$ cat src/progmap_pkg.sv
package progmap_pkg;

  // ---------------------------------------------------------------------
  // address space
  // ---------------------------------------------------------------------
  localparam int          PC_W         = 21;
  localparam logic [20:0] RESET_VECTOR = 21'h000000;
  localparam logic [20:0] HIGH_VECTOR  = 21'h000008;
  localparam logic [20:0] LOW_VECTOR   = 21'h000018;
  localparam logic [20:0] SPACE_TOP    = 21'h1FFFFF;
  localparam int          FLASH_MIN_KB = 32;
  localparam int          FLASH_MAX_KB = 128;
  localparam int          FLASH_DEF_KB = 32;
  localparam logic [20:0] CFG_AREA_LEN = 21'h000008;
  localparam logic [2:0]  CFG_BYTES    = 3'h6;

  // ---------------------------------------------------------------------
  // external bus configuration byte
  // ---------------------------------------------------------------------
  localparam int         WAIT_BIT   = 7;
  localparam int         WIDTH_BIT  = 6;
  localparam int         MODE_HI    = 5;
  localparam int         MODE_LO    = 4;
  localparam int         SHIFT_BIT  = 3;
  localparam logic [7:0] EBC_MASK   = 8'hF8;
  localparam logic [7:0] EBC_ERASED = 8'hF8;
  localparam logic [1:0] MODE_ONCHIP = 2'h3;
  localparam logic [1:0] MODE_EXT12  = 2'h2;
  localparam logic [1:0] MODE_EXT16  = 2'h1;
  localparam logic [1:0] MODE_EXT20  = 2'h0;

  // ---------------------------------------------------------------------
  // register map (byte addresses)
  // ---------------------------------------------------------------------
  localparam logic [3:0] REG_EBC     = 4'h0;
  localparam logic [3:0] REG_MEMCTL  = 4'h4;
  localparam logic [3:0] REG_STATUS  = 4'h8;
  localparam logic [3:0] REG_CFGW1   = 4'hC;
  localparam logic [7:0] MEMCTL_RST  = 8'h00;

  typedef enum logic [2:0] {
    ST_LOAD  = 3'h1,
    ST_RUN   = 3'h2,
    ST_IDLE  = 3'h4
  } boot_state_t;

  typedef struct packed {
    logic        req;
    logic [20:0] addr;
  } fetch_req_t;

  typedef struct packed {
    logic        ext_sel;
    logic        zero_fill;
    logic [19:0] ext_addr;
    logic        ext_en;
    logic        wide_data;
    logic        wait_en;
    logic [1:0]  wait_count;
  } route_t;

  typedef struct packed {
    boot_state_t state;
    logic [2:0]  cfg_idx;
    logic [7:0]  cfg1_lo;
    logic [7:0]  cfg1_hi;
    logic [7:0]  ebc;
    logic        ebc_written;
    logic [7:0]  memctl;
    logic        rdv;
    logic [31:0] rdata;
  } map_state_t;

endpackage : progmap_pkg

$ cat src/progmap_decoder.sv
// The register addresses and register access over Avalon-MM were decided locally.
`timescale 1ns/1ns
module progmap_decoder #(
  parameter int FLASH_KB = progmap_pkg::FLASH_DEF_KB,
  parameter bit PINS_80  = 1'b1
) (
  // clock and reset
  input  wire logic                    sys_clk,
  input  wire logic                    rst_n,
  // register bus (avalon-mm)
  input  wire logic [3:0]              avs_address,
  input  wire logic                    avs_read,
  input  wire logic                    avs_write,
  input  wire logic [31:0]             avs_writedata,
  output logic      [31:0]             avs_readdata,
  output logic                         avs_waitrequest,
  // core program fetch side
  input  wire progmap_pkg::fetch_req_t fetch_in,
  input  wire logic                    irq_high,
  input  wire logic                    irq_low,
  output logic      [20:0]             vector_addr,
  output logic                         boot_done,
  output logic      [15:0]             fetch_data,
  output progmap_pkg::route_t          route,
  // on-chip flash read port
  output logic      [20:0]             flash_addr,
  input  wire logic [15:0]             flash_rdata,
  // external program memory
  input  wire logic [15:0]             ext_rdata
);
  import progmap_pkg::*;

  // ---------------------------------------------------------------------
  // derived map
  // ---------------------------------------------------------------------
  // size outside 32..128 is clamped so the map stays sane
  localparam int KB = (FLASH_KB < FLASH_MIN_KB) ? FLASH_MIN_KB :
                      (FLASH_KB > FLASH_MAX_KB) ? FLASH_MAX_KB : FLASH_KB;
  localparam logic [20:0] ONCHIP_SIZE = 21'(KB * 1024);
  localparam logic [20:0] CFG_BASE    = ONCHIP_SIZE - CFG_AREA_LEN;

  function automatic logic [20:0] ext_mask(input logic [1:0] m);
    unique case (m)
      MODE_EXT12: ext_mask = 21'h000FFF;
      MODE_EXT16: ext_mask = 21'h00FFFF;
      default:    ext_mask = 21'h0FFFFF;
    endcase
  endfunction : ext_mask

  map_state_t s_reg;
  map_state_t s_next;

  logic [7:0]  ebc_eff;
  logic [1:0]  mode;
  logic        onchip;
  logic [20:0] pa;
  logic        in_chip;
  logic [20:0] ext_full;
  logic        ext_hit;
  logic [7:0]  cfg_byte;

  // ---------------------------------------------------------------------
  // mode decode
  // ---------------------------------------------------------------------
  always_comb begin
    ebc_eff = s_reg.ebc & EBC_MASK;
    // small packages have no external bus pins at all
    mode    = PINS_80 ? ebc_eff[MODE_HI:MODE_LO] : MODE_ONCHIP;
    onchip  = (mode == MODE_ONCHIP);
  end

  // ---------------------------------------------------------------------
  // fetch routing; independent of the data path
  // ---------------------------------------------------------------------
  always_comb begin
    pa      = fetch_in.addr;
    in_chip = (pa < ONCHIP_SIZE);
    ext_hit = fetch_in.req && !in_chip && !onchip && boot_done;
    if (ebc_eff[SHIFT_BIT]) begin
      ext_full = pa - ONCHIP_SIZE;
    end else begin
      ext_full = pa;
    end
    ext_full = ext_full & ext_mask(mode);
    route.ext_sel    = ext_hit;
    route.zero_fill  = !in_chip && onchip;
    route.ext_addr   = ext_full[19:0];
    route.ext_en     = !onchip;
    route.wide_data  = ebc_eff[WIDTH_BIT];
    route.wait_en    = !ebc_eff[WAIT_BIT];
    route.wait_count = ebc_eff[WAIT_BIT] ? 2'h0 : s_reg.memctl[5:4];
  end

  // ---------------------------------------------------------------------
  // vectors and flash address
  // ---------------------------------------------------------------------
  always_comb begin
    if (!boot_done) begin
      vector_addr = RESET_VECTOR;
    end else if (irq_high) begin
      vector_addr = HIGH_VECTOR;
    end else if (irq_low) begin
      vector_addr = LOW_VECTOR;
    end else begin
      vector_addr = RESET_VECTOR;
    end
    if (s_reg.state == ST_LOAD) begin
      // byte-wide copy, ascending: word1 low first
      flash_addr = CFG_BASE + 21'(s_reg.cfg_idx);
    end else begin
      flash_addr = pa;
    end
    cfg_byte = flash_rdata[7:0];
  end

  // data outputs registered to keep fetch timing clean
  always_ff @(posedge sys_clk) begin
    if (!rst_n) begin
      fetch_data <= 16'h0000;
    end else if (!boot_done) begin
      fetch_data <= 16'h0000;
    end else if (in_chip) begin
      fetch_data <= flash_rdata;
    end else if (ext_hit) begin
      fetch_data <= ext_rdata;
    end else begin
      fetch_data <= 16'h0000;
    end
  end

  // ---------------------------------------------------------------------
  // boot copy and registers
  // ---------------------------------------------------------------------
  always_comb begin
    s_next     = s_reg;
    s_next.rdv = 1'b0;
    unique case (s_reg.state)
      ST_LOAD: begin
        // only the first three words (six bytes) are loaded
        unique case (s_reg.cfg_idx)
          3'h0: s_next.cfg1_lo = cfg_byte;
          3'h1: s_next.cfg1_hi = cfg_byte;
          3'h4: s_next.ebc     = cfg_byte & EBC_MASK;
          default: ;
        endcase
        if (s_reg.cfg_idx == CFG_BYTES - 3'h1) begin
          s_next.state = ST_RUN;
        end else begin
          s_next.cfg_idx = s_reg.cfg_idx + 3'h1;
        end
      end
      ST_RUN, ST_IDLE: begin
        if (avs_write) begin
          unique case (avs_address)
            REG_EBC: begin
              if (!s_reg.ebc_written) begin
                s_next.ebc = avs_writedata[7:0] & EBC_MASK;
                s_next.ebc_written = 1'b1;
              end
            end
            REG_MEMCTL: s_next.memctl = avs_writedata[7:0];
            default: ;
          endcase
        end
        // capture once per read: a held read must not reuse old data
        if (avs_read && !s_reg.rdv) begin
          s_next.rdv = 1'b1;
          unique case (avs_address)
            REG_EBC:    s_next.rdata = {24'h000000, ebc_eff};
            REG_MEMCTL: s_next.rdata = {24'h000000, s_reg.memctl};
            REG_STATUS: s_next.rdata = {27'h0000000, s_reg.ebc_written,
                                        route.wide_data, onchip, mode};
            REG_CFGW1:  s_next.rdata = {16'h0000, s_reg.cfg1_hi,
                                        s_reg.cfg1_lo};
            default:    s_next.rdata = 32'h00000000;
          endcase
        end
        s_next.state = (avs_read && !s_reg.rdv) ? ST_IDLE : ST_RUN;
      end
      default: s_next.state = ST_LOAD;
    endcase
  end

  always_ff @(posedge sys_clk) begin
    if (!rst_n) begin
      s_reg.state       <= ST_LOAD;
      s_reg.cfg_idx     <= 3'h0;
      s_reg.cfg1_lo     <= 8'h00;
      s_reg.cfg1_hi     <= 8'h00;
      s_reg.ebc         <= EBC_ERASED;
      s_reg.ebc_written <= 1'b0;
      s_reg.memctl      <= MEMCTL_RST;
      s_reg.rdv         <= 1'b0;
      s_reg.rdata       <= 32'h00000000;
    end else begin
      s_reg <= s_next;
    end
  end

  // ---------------------------------------------------------------------
  // bus handshake
  // ---------------------------------------------------------------------
  // reads take one wait cycle; writes complete at once after boot
  always_comb begin
    boot_done       = (s_reg.state != ST_LOAD);
    avs_readdata    = s_reg.rdata;
    avs_waitrequest = !boot_done || (avs_read && !s_reg.rdv);
  end

endmodule : progmap_decoder

$ cat config.mk
export PLATFORM = sky130hd
export DESIGN_NAME = progmap_decoder
export DESIGN_NICKNAME = d
export VERILOG_FILES = /design/src/progmap_pkg.sv /design/src/progmap_decoder.sv
export SDC_FILE = /design/constraint.sdc
export NUM_CORES = 1
export LEC_CHECK = 0
export BUFFER_PORTS_ARGS = -buffer_cell sky130_fd_sc_hd__buf_2
export CORE_AREA = 2 2 105 107
export CTS_CLUSTER_DIAMETER = 100
export DETAILED_ROUTE_END_ITERATION = 16
export DIE_AREA = 0 0 107 109
export PLACE_DENSITY = 0.7
export REMOVE_ABC_BUFFERS = 1
export SLEW_MARGIN = 20
export SYNTH_ARGS = -nofsm -noshare
export SYNTH_HDL_FRONTEND = slang
export SYNTH_SLANG_ARGS = --single-unit
$ cat constraint.sdc
create_clock -name sys_clk -period 1.7 [get_ports sys_clk]
set_input_delay 0.17 -clock sys_clk [delete_from_list [all_inputs] [get_ports sys_clk]]
set_output_delay 0.17 -clock sys_clk [all_outputs]
set_load 0.05 [all_outputs]
==> results of run 1 <==
per-stage QoR:
stage	area [um^2]	util, %
global route	4830	45.6
detailed placement	4350	41.0
floorplan	3160	-
global placement	4350	41.0
CTS	4640	43.8
finish	4830	45.6
power breakdown:
part,switching (uW),internal (uW)
sequential,45.8,1680
clock,616,714
combinational,714,329
synthesized netlist by cell type, types with 2 or more instances:
library cell  count  area share [%]
nor2_1           11             1.1
nor3_1            2            0.28
buf_1             2            0.21
mux4_2            2             1.2
buf_4            65              13
a21oi_1          20             2.8
nand2_1          53             5.5
a22o_1           13             3.1
a22oi_1           3            0.62
and3_1            3            0.52
nor3b_2           3             1.0
nand3_1          46             6.4
and2_1            9             1.6
xor2_1            2            0.48
ha_1              6             2.1
inv_1             9            0.93
xnor2_1           4            0.97
nand2b_1         15             2.6
clkbuf_1         21             2.2
mux2i_1           4             1.1
dfxtp_1          69              38
o221a_1           5             1.6
o21ai_0          33             4.6
o2bb2ai_1         3            0.73
buf_2             3            0.41
nor2b_1           8             1.4
or3_1             6             1.0
worst paths after layout:
check | from | endpoint | slack [ns] | depth (start not counted)
setup reg to reg | s_reg[70] | ebc_eff[5] | 0.14 | 4
hold / removal | avs_writedata[1] | s_reg[34] | 0.05 | 3
hold reg to reg | s_reg[61] | s_reg[61] | 0.46 | 2
setup / recovery | ebc_eff[3] | route[24] | -0.02 | 5
final cells by class:
type	instances	area, um^2	area share (%)
clock buffer	12	145	3.00
clock inverter	4	47.5	0.984
inverter	9	33.8	0.699
multi-input combinational	300	1850	38.3
sequential	69	1390	28.8
tap	140	175	3.63
timing repair buffer	191	1190	24.6
metal layers:
metal	wire length, um	vias to the layer above	share of wire [%]
li1	-	1673	-
met1	4460	1572	40
met2	5730	156	52
met3	715	12	6.4
met4	189	0	1.7
met5	0	-	0
worst max-delay path, stage by stage, from the launching register on:
cell	delay, ns
dfxtp_4	0.38
nand2b_4	0.06
or3_4	0.37
a21boi_2	0.13
buf_4	0.13
buf_8	0.14
timing repair:
| item | CTS | global route |
|---|---|---|
| setup endpoints to repair | 28 | 49 |
| pin swaps | 1 | 6 |
| cloned | 0 | 1 |
| gates resized for setup | 36 | 56 |
| buffers inserted | 1 | 5 |
cells by family after synthesis:
group,share of synthesized area [%]
AND/OR/NAND/NOR,24.1
XOR/XNOR,1.45
AO/OA/AOI/OAI,14.2
other,0.104
adder cells (fa/ha/maj),2.07
buffers and inverters,17.2
flip-flops,38.1
multiplexers,2.66
==> results_dict.tcl, run 1 <==
set metrics [dict create \
    largest_register_ffs 32 \
    n_fill_cell 1065 \
    cts_hold_buf 0 \
    irDropWorstVdd_v 0.000389 \
    hp-class "primary input to flop" \
    die_h_um 109 \
    placedCellCount 703 \
    layout-drive-gt1-share_pct 41.7 \
    ys_async_sr_fraction_pct 0 \
    grt_pass1_vias 3311 \
    dieWidth_um 107 \
    worstSetupPathType "flop to output port" \
    clkLatencyLatePin_ns 0.35 \
    finalClockSkew_ns 0.0117 \
    final_antenna_net_count 0 \
    layout_common_cells "buf_2, dfxtp_1, nand2_1" \
    dieArea_mm2 0.0117 \
    cts_root_buf "clkbuf_8" \
    antenna_found_initial 0 \
    status "finished, violations left" \
    area_growth_pct 33.4 \
    fin_crit_sh_pct 101 \
    synth_cell_types 42 \
    met2_usage_pct 33.6 \
    setup_viol 1 \
    viasPerCell 4.71 \
    synth_edf_count 0 \
    fin_ws_ns -0.0195 \
    drc 0 \
    nets 682 \
    grt_pass1_wl_um 16400 \
    first_iter_violations 129 \
    gr-max-usage-layer "met2" \
    cp-end-kind "output port" \
    routabilityCongestion 0.820 \
    crit_required_ns 1.53 \
    synthCells 435 \
    avgSynthCellArea_um2 8.33 \
    instances_no_fill 725 \
    ys.flop_type "dfxtp_1" \
    vias 3413 \
    cts_max_level 3 \
    hold_viol 0 \
    clock-sinks 69 \
    start_util_pct 34.2 \
    cp.arrival_ns 1.55 \
    core_area_mm2 0.0106 \
    clk_pin_slew_ns 0.07 \
    cts-buffers-inserted 9 \
    diodes 0 \
    violations "setup timing" \
    grt_max_degree 38 \
    power.density_mw_per_mm2 848 \
    pin_count 215 \
    grt_usage_pct 18.3 \
    pre_cts_ws_ns -0.148 \
    tns_ns -0.0195 \
    wirelength_um 11100 \
    io_buffers 155 \
    synth_seq_cells 69 \
    synth_area_mm2 0.00362 \
    drt-pass1-iter-count 4 \
    rsz0062_at_grt "true" \
    post-route-min-period_ns 1.72 \
    ys_warn_count 0 \
    routedWlPerCell_um 15.3 \
    whs_ns 0.0514 \
    drv_cap 0 \
    cts_tree "built" \
    p_leak_uw 0.00220 \
    fmax_ghz 0.582 \
    gr-total-overflow 0 \
    power_uw 4100 \
    yosysSeqAreaShare_pct 38.1 \
    critPathMaxFanout 3 \
    final_common_cell "buf_2" \
    clock_path_buffers 2 \
    num_rows 38 \
    met1_usage_pct 21.1 \
    use_met3_pct 3.53 \
    hpwlAfterDp_um 8520 \
    slew_violations 0 \
    startpoint_type "flop" \
]
(Power assumes the default switching activity.)
==> inputs of run 2 (changes only) <==
CELL_PAD_IN_SITES_DETAIL_PLACEMENT = 0   (was unset)
CELL_PAD_IN_SITES_GLOBAL_PLACEMENT = 2   (was unset)
CORE_AREA = 2 2 135 137   (was 2 2 105 107)
DIE_AREA = 0 0 137 139   (was 0 0 107 109)
PLACE_DENSITY = 0.78   (was 0.7)
==> run 2 against run 1 <==
  * The run now ends clean
  * Global-route usage decreased by 6.0 points
  * Critical endpoint is now flash_addr[1]
  * Power increased by 24%
  * Via count decreased by 0.35%
  * Final cell count increased by 11%
  * Combinational power decreased by 4%
  * Utilization decreased by 17 points
  * Critical path type unchanged
  * Routed wire length increased by 6.8%
  * Die area increased by 63%
==> results_dict.tcl, run 2 (synthesized netlist as in run 1, its figures left out) <==
set metrics [dict create \
    status "finished, final reports clean" \
    placed_area_mm2 0.00445 \
    whs_ns 0.0478 \
    routabilityCongestion 0.817 \
    core_area_mm2 0.0177 \
    cp.arrival_ns 1.51 \
    crit_required_ns 1.53 \
    drc 0 \
    finalClockSkew_ns 0.00715 \
    hold_viol 0 \
    met3_length_um 786 \
    clock_path_buffers 2 \
    pin_count 215 \
    placedCellCount 789 \
    dieArea_mm2 0.0190 \
    p_leak_uw 0.00224 \
    wl_met1_um 5010 \
    cp-startpoint "s_reg[71]" \
    ff2ff_setup_slack_ns 0.12 \
    tns_ns 0 \
    clkLatencyLatePin_ns 0.33 \
    irDropWorstVdd_v 0.000461 \
    startpoint_type "flop" \
    area_growth_pct 38.7 \
    io_buffers 155 \
    p_sw_uw 1470 \
    fmax_ghz 0.596 \
    slew_violations 0 \
    r2r_start "s_reg[71]" \
    n_fill_cell 1936 \
    top_layer "met4" \
    p_seq_share_pct 34.0 \
    drt-pass1-iter-count 4 \
    grt_pass1_vias 3400 \
    final_common_cell "buf_2" \
    gr-total-overflow 0 \
    cts-buffers-inserted 9 \
    layout-drive-gt1-share_pct 38.5 \
    first_iter_violations 168 \
    largest_register_ffs 32 \
    routedWlPerCell_um 14.7 \
    vias 3401 \
    rsz0062_at_grt "true" \
    cp-end-kind "output port" \
    nets 673 \
    num_rows 49 \
    final_antenna_net_count 0 \
    hold_start "avs_writedata[1]" \
    critPathMaxFanout 23 \
    grt_pass1_wl_um 17900 \
    wl_met2_um 5790 \
    clk_pin_slew_ns 0.06 \
    worstSetupPathType "flop to output port" \
    cts_root_buf "clkbuf_16" \
    grt_max_degree 50 \
    die_h_um 139 \
    pre_cts_ws_ns -0.168 \
    comb_power_share_pct 19.7 \
    viasPerCell 4.22 \
    antenna_found_initial 1 \
    layout_common_cells "buf_2, dfxtp_1, nand2_1" \
    design_area_mm2 0.00502 \
    cts_tree "built" \
    start_util_pct 20.5 \
    post-route-min-period_ns 1.68 \
    clock-sinks 69 \
    wirelength_um 11800 \
    fin_crit_sh_pct 98.6 \
    fin_ws_ns 0.0234 \
    power_frac_clock_pct 46.4 \
    p_int_uw 3600 \
    dieWidth_um 137 \
    hpwlAfterDp_um 9240 \
    post-cts-setup-buffer-count 0 \
    drv_cap 0 \
    setup_viol 0 \
    cts_max_level 3 \
    sw_frac_of_total_pct 29.0 \
    power.density_mw_per_mm2 1010 \
    hp-class "primary input to flop" \
    instances_no_fill 806 \
    grt_usage_pct 12.3 \
]
==> run 2: worst max-delay path: stages (launching register included) <==
cell and delay, ns:
dfxtp_2 0.35, nor3b_4 0.24, inv_2 0.09, buf_12 0.16
o21ai_1 0.15, buf_6 0.18
==> run 2: layer usage <==
layer,up-vias,track usage [%]
li1,1650,-
met1,1565,14.9
met2,167,21.0
met3,19,2.19
met4,0,5.70
met5,-,0
==> run 2: final timing paths <==
kind / depth (start not counted) / end
worst max register to register: 4 / route[3]
worst min-delay path: 3 / s_reg[34]
worst max-delay path: 5 / flash_addr[1]
worst min register to register: 2 / s_reg[57]
==> run 2: final cells by class <==
cell class / count / area [um^2] / area share (%)
antenna: 1 / 2.50 / 0.0498
clock buffer: 10 / 239 / 4.76
clock inverter: 6 / 134 / 2.67
inverter: 9 / 33.8 / 0.673
multi-input combinational: 300 / 1800 / 35.7
sequential: 69 / 1390 / 27.6
tap: 229 / 287 / 5.71
timing repair buffer: 182 / 1140 / 22.8
==> run 2: power groups by stage <==
stage	logic (uW)	clock network [uW]	registers, uW
floorplan	563	0	1750
global placement	938	0	1760
detailed placement	946	0	1760
CTS	972	2410	1730
global route	1080	2480	1730
finish	998	2360	1720
==> run 2: through the flow <==
step | total power, uW | utilization [%]
2_1_floorplan | 2320 | -
3_3_place_gp | 2690 | 25.2
3_5_place_dp | 2710 | 25.2
4_1_cts | 5110 | 27.7
5_1_grt | 5290 | 28.4
6_report | 5080 | 28.4
==> run 2: timing repair <==
| item | 4_1_cts | 5_1_grt |
|---|---|---|
| hold buffers | 0 | 0 |
| setup endpoints to repair | 28 | 25 |
| gates resized for setup | 29 | 47 |
| pin swaps | 1 | 1 |
==> inputs of run 3 (changes only) <==
MAX_ROUTING_LAYER = met4   (was unset)
==> run 3 against run 2 <==
  * Design area is the same
  * Final cell count stayed put
  * Clock power is essentially flat
  * Sequential cell count did not move
  * Via count about the same
  * Setup slack got worse by 0.0017 ns
  * Combinational power is essentially flat
  * First-iteration DRC count down 1.8%
  * Sequential power is essentially flat
  * Utilization stayed put
  * Hold slack improved by 0.0018 ns
  * Clock-buffer cell count did not move
  * Critical endpoint unchanged
==> results_dict.tcl, run 3 (synthesized netlist as in run 1, its figures left out) <==
set metrics [dict create \
    status "finished, final reports clean" \
    layout_common_cells "buf_2, dfxtp_1, nand2_1" \
    clock_path_buffers 2 \
    drt-pass1-iter-count 5 \
    dieArea_mm2 0.0190 \
    slew_violations 0 \
    startpoint_type "flop" \
    cts-buffers-inserted 9 \
    nets 673 \
    critPathMaxFanout 23 \
    rsz0062_at_grt "true" \
    layout-drive-gt1-share_pct 38.5 \
    io_buffers 155 \
    routabilityCongestion 0.829 \
    wirelength_um 11900 \
    hpwlAfterDp_um 9240 \
    pin_count 215 \
    clk_pin_slew_ns 0.06 \
    post-route-min-period_ns 1.68 \
    routedWlPerCell_um 14.8 \
    worstSetupPathType "flop to output port" \
    crit_required_ns 1.53 \
    final_common_cell "buf_2" \
    final_antenna_net_count 0 \
    hold_viol 0 \
    drv_cap 0 \
    core_area_mm2 0.0177 \
    power.density_mw_per_mm2 1010 \
    cts_root_buf "clkbuf_16" \
    num_rows 49 \
    n_fill_cell 1936 \
    grt_pass1_wl_um 17900 \
    clkLatencyLatePin_ns 0.33 \
    dieWidth_um 137 \
    ff2ff_setup_slack_ns 0.12 \
    finalClockSkew_ns 0.00543 \
    first_iter_violations 165 \
    hp-class "primary input to flop" \
    viasPerCell 4.22 \
    fin_crit_sh_pct 98.7 \
    antenna_found_initial 1 \
    whs_ns 0.0495 \
    area_growth_pct 38.7 \
    grt_max_degree 50 \
    cts_max_level 3 \
    cts_tree "built" \
    clock-sinks 69 \
    fmax_ghz 0.596 \
    grt_pass1_vias 3403 \
    irDropWorstVdd_v 0.000463 \
    gr-total-overflow 0 \
    drc 0 \
    vias 3399 \
    power_uw 5080 \
    setup_viol 0 \
    start_util_pct 20.5 \
    p_leak_uw 0.00224 \
    cp.arrival_ns 1.51 \
    largest_register_ffs 32 \
    die_h_um 139 \
    cp-end-kind "output port" \
    grt_usage_pct 12.7 \
    post-cts-setup-buffer-count 0 \
]
[run 3: cell counts in the layout (fill, tap and decap cells not counted)]
No cell type changed its count.
[run 3: worst paths after layout]
check	from	cells past startpoint	endpoint
max	s_reg[71]	5	flash_addr[1]
min	avs_writedata[1]	3	s_reg[34]
max reg2reg	s_reg[71]	4	route[3]
min reg2reg	s_reg[57]	2	s_reg[57]
[run 3: repair_timing]
item,4_1_cts,5_1_grt
pin swaps,1,1
hold buffers,0,0
endpoints found under the setup margin,28,25
resized for setup,29,47
[run 3: cell type report]
class	instances	area [um^2]	share of cell area [%]
Clock buffer	10	239	4.76
Tap cell	229	287	5.71
Inverter	9	33.8	0.673
Sequential cell	69	1390	27.6
Clock inverter	6	134	2.67
Antenna cell	1	2.50	0.0498
Multi-Input combinational cell	300	1800	35.7
Timing Repair Buffer	182	1140	22.8
[run 3: routing by layer]
layer	share of wire (%)	GRT usage (%)	vias up
met5	0	-	-
li1	-	-	1650
met1	43	15.0	1564
met3	5.4	1.75	18
met2	49	21.2	167
met4	2.4	5.70	0
[run 3: critical path, stage by stage (launching register included)]
cell and delay (ns):
dfxtp_2 0.35, nor3b_4 0.24, inv_2 0.09, buf_12 0.16, o21ai_1 0.15, buf_6 0.18
[run 3: stage by stage]
| stage | cells | util (%) | setup TNS (ns) | worst slack [ns] | area, um^2 |
|---|---|---|---|---|---|
| 2_1_floorplan | 378 | - | -30.39 | -1.17 | 3160 |
| 3_3_place_gp | 789 | 25.2 | -0.765 | -0.154 | 4450 |
| 3_5_place_dp | 789 | 25.2 | -0.816 | -0.168 | 4450 |
| 4_1_cts | 805 | 27.7 | -0.00307 | -0.00250 | 4880 |
| 5_1_grt | 806 | 28.4 | -0.386 | -0.0564 | 5020 |
| 6_report | 806 | 28.4 | 0 | 0.0216 | 5020 |
[run 3: power breakdown]
part	total, uW	internal [uW]	switching, uW
clock	2350	1620	732
combinational	1000	299	701
sequential	1730	1680	41.7
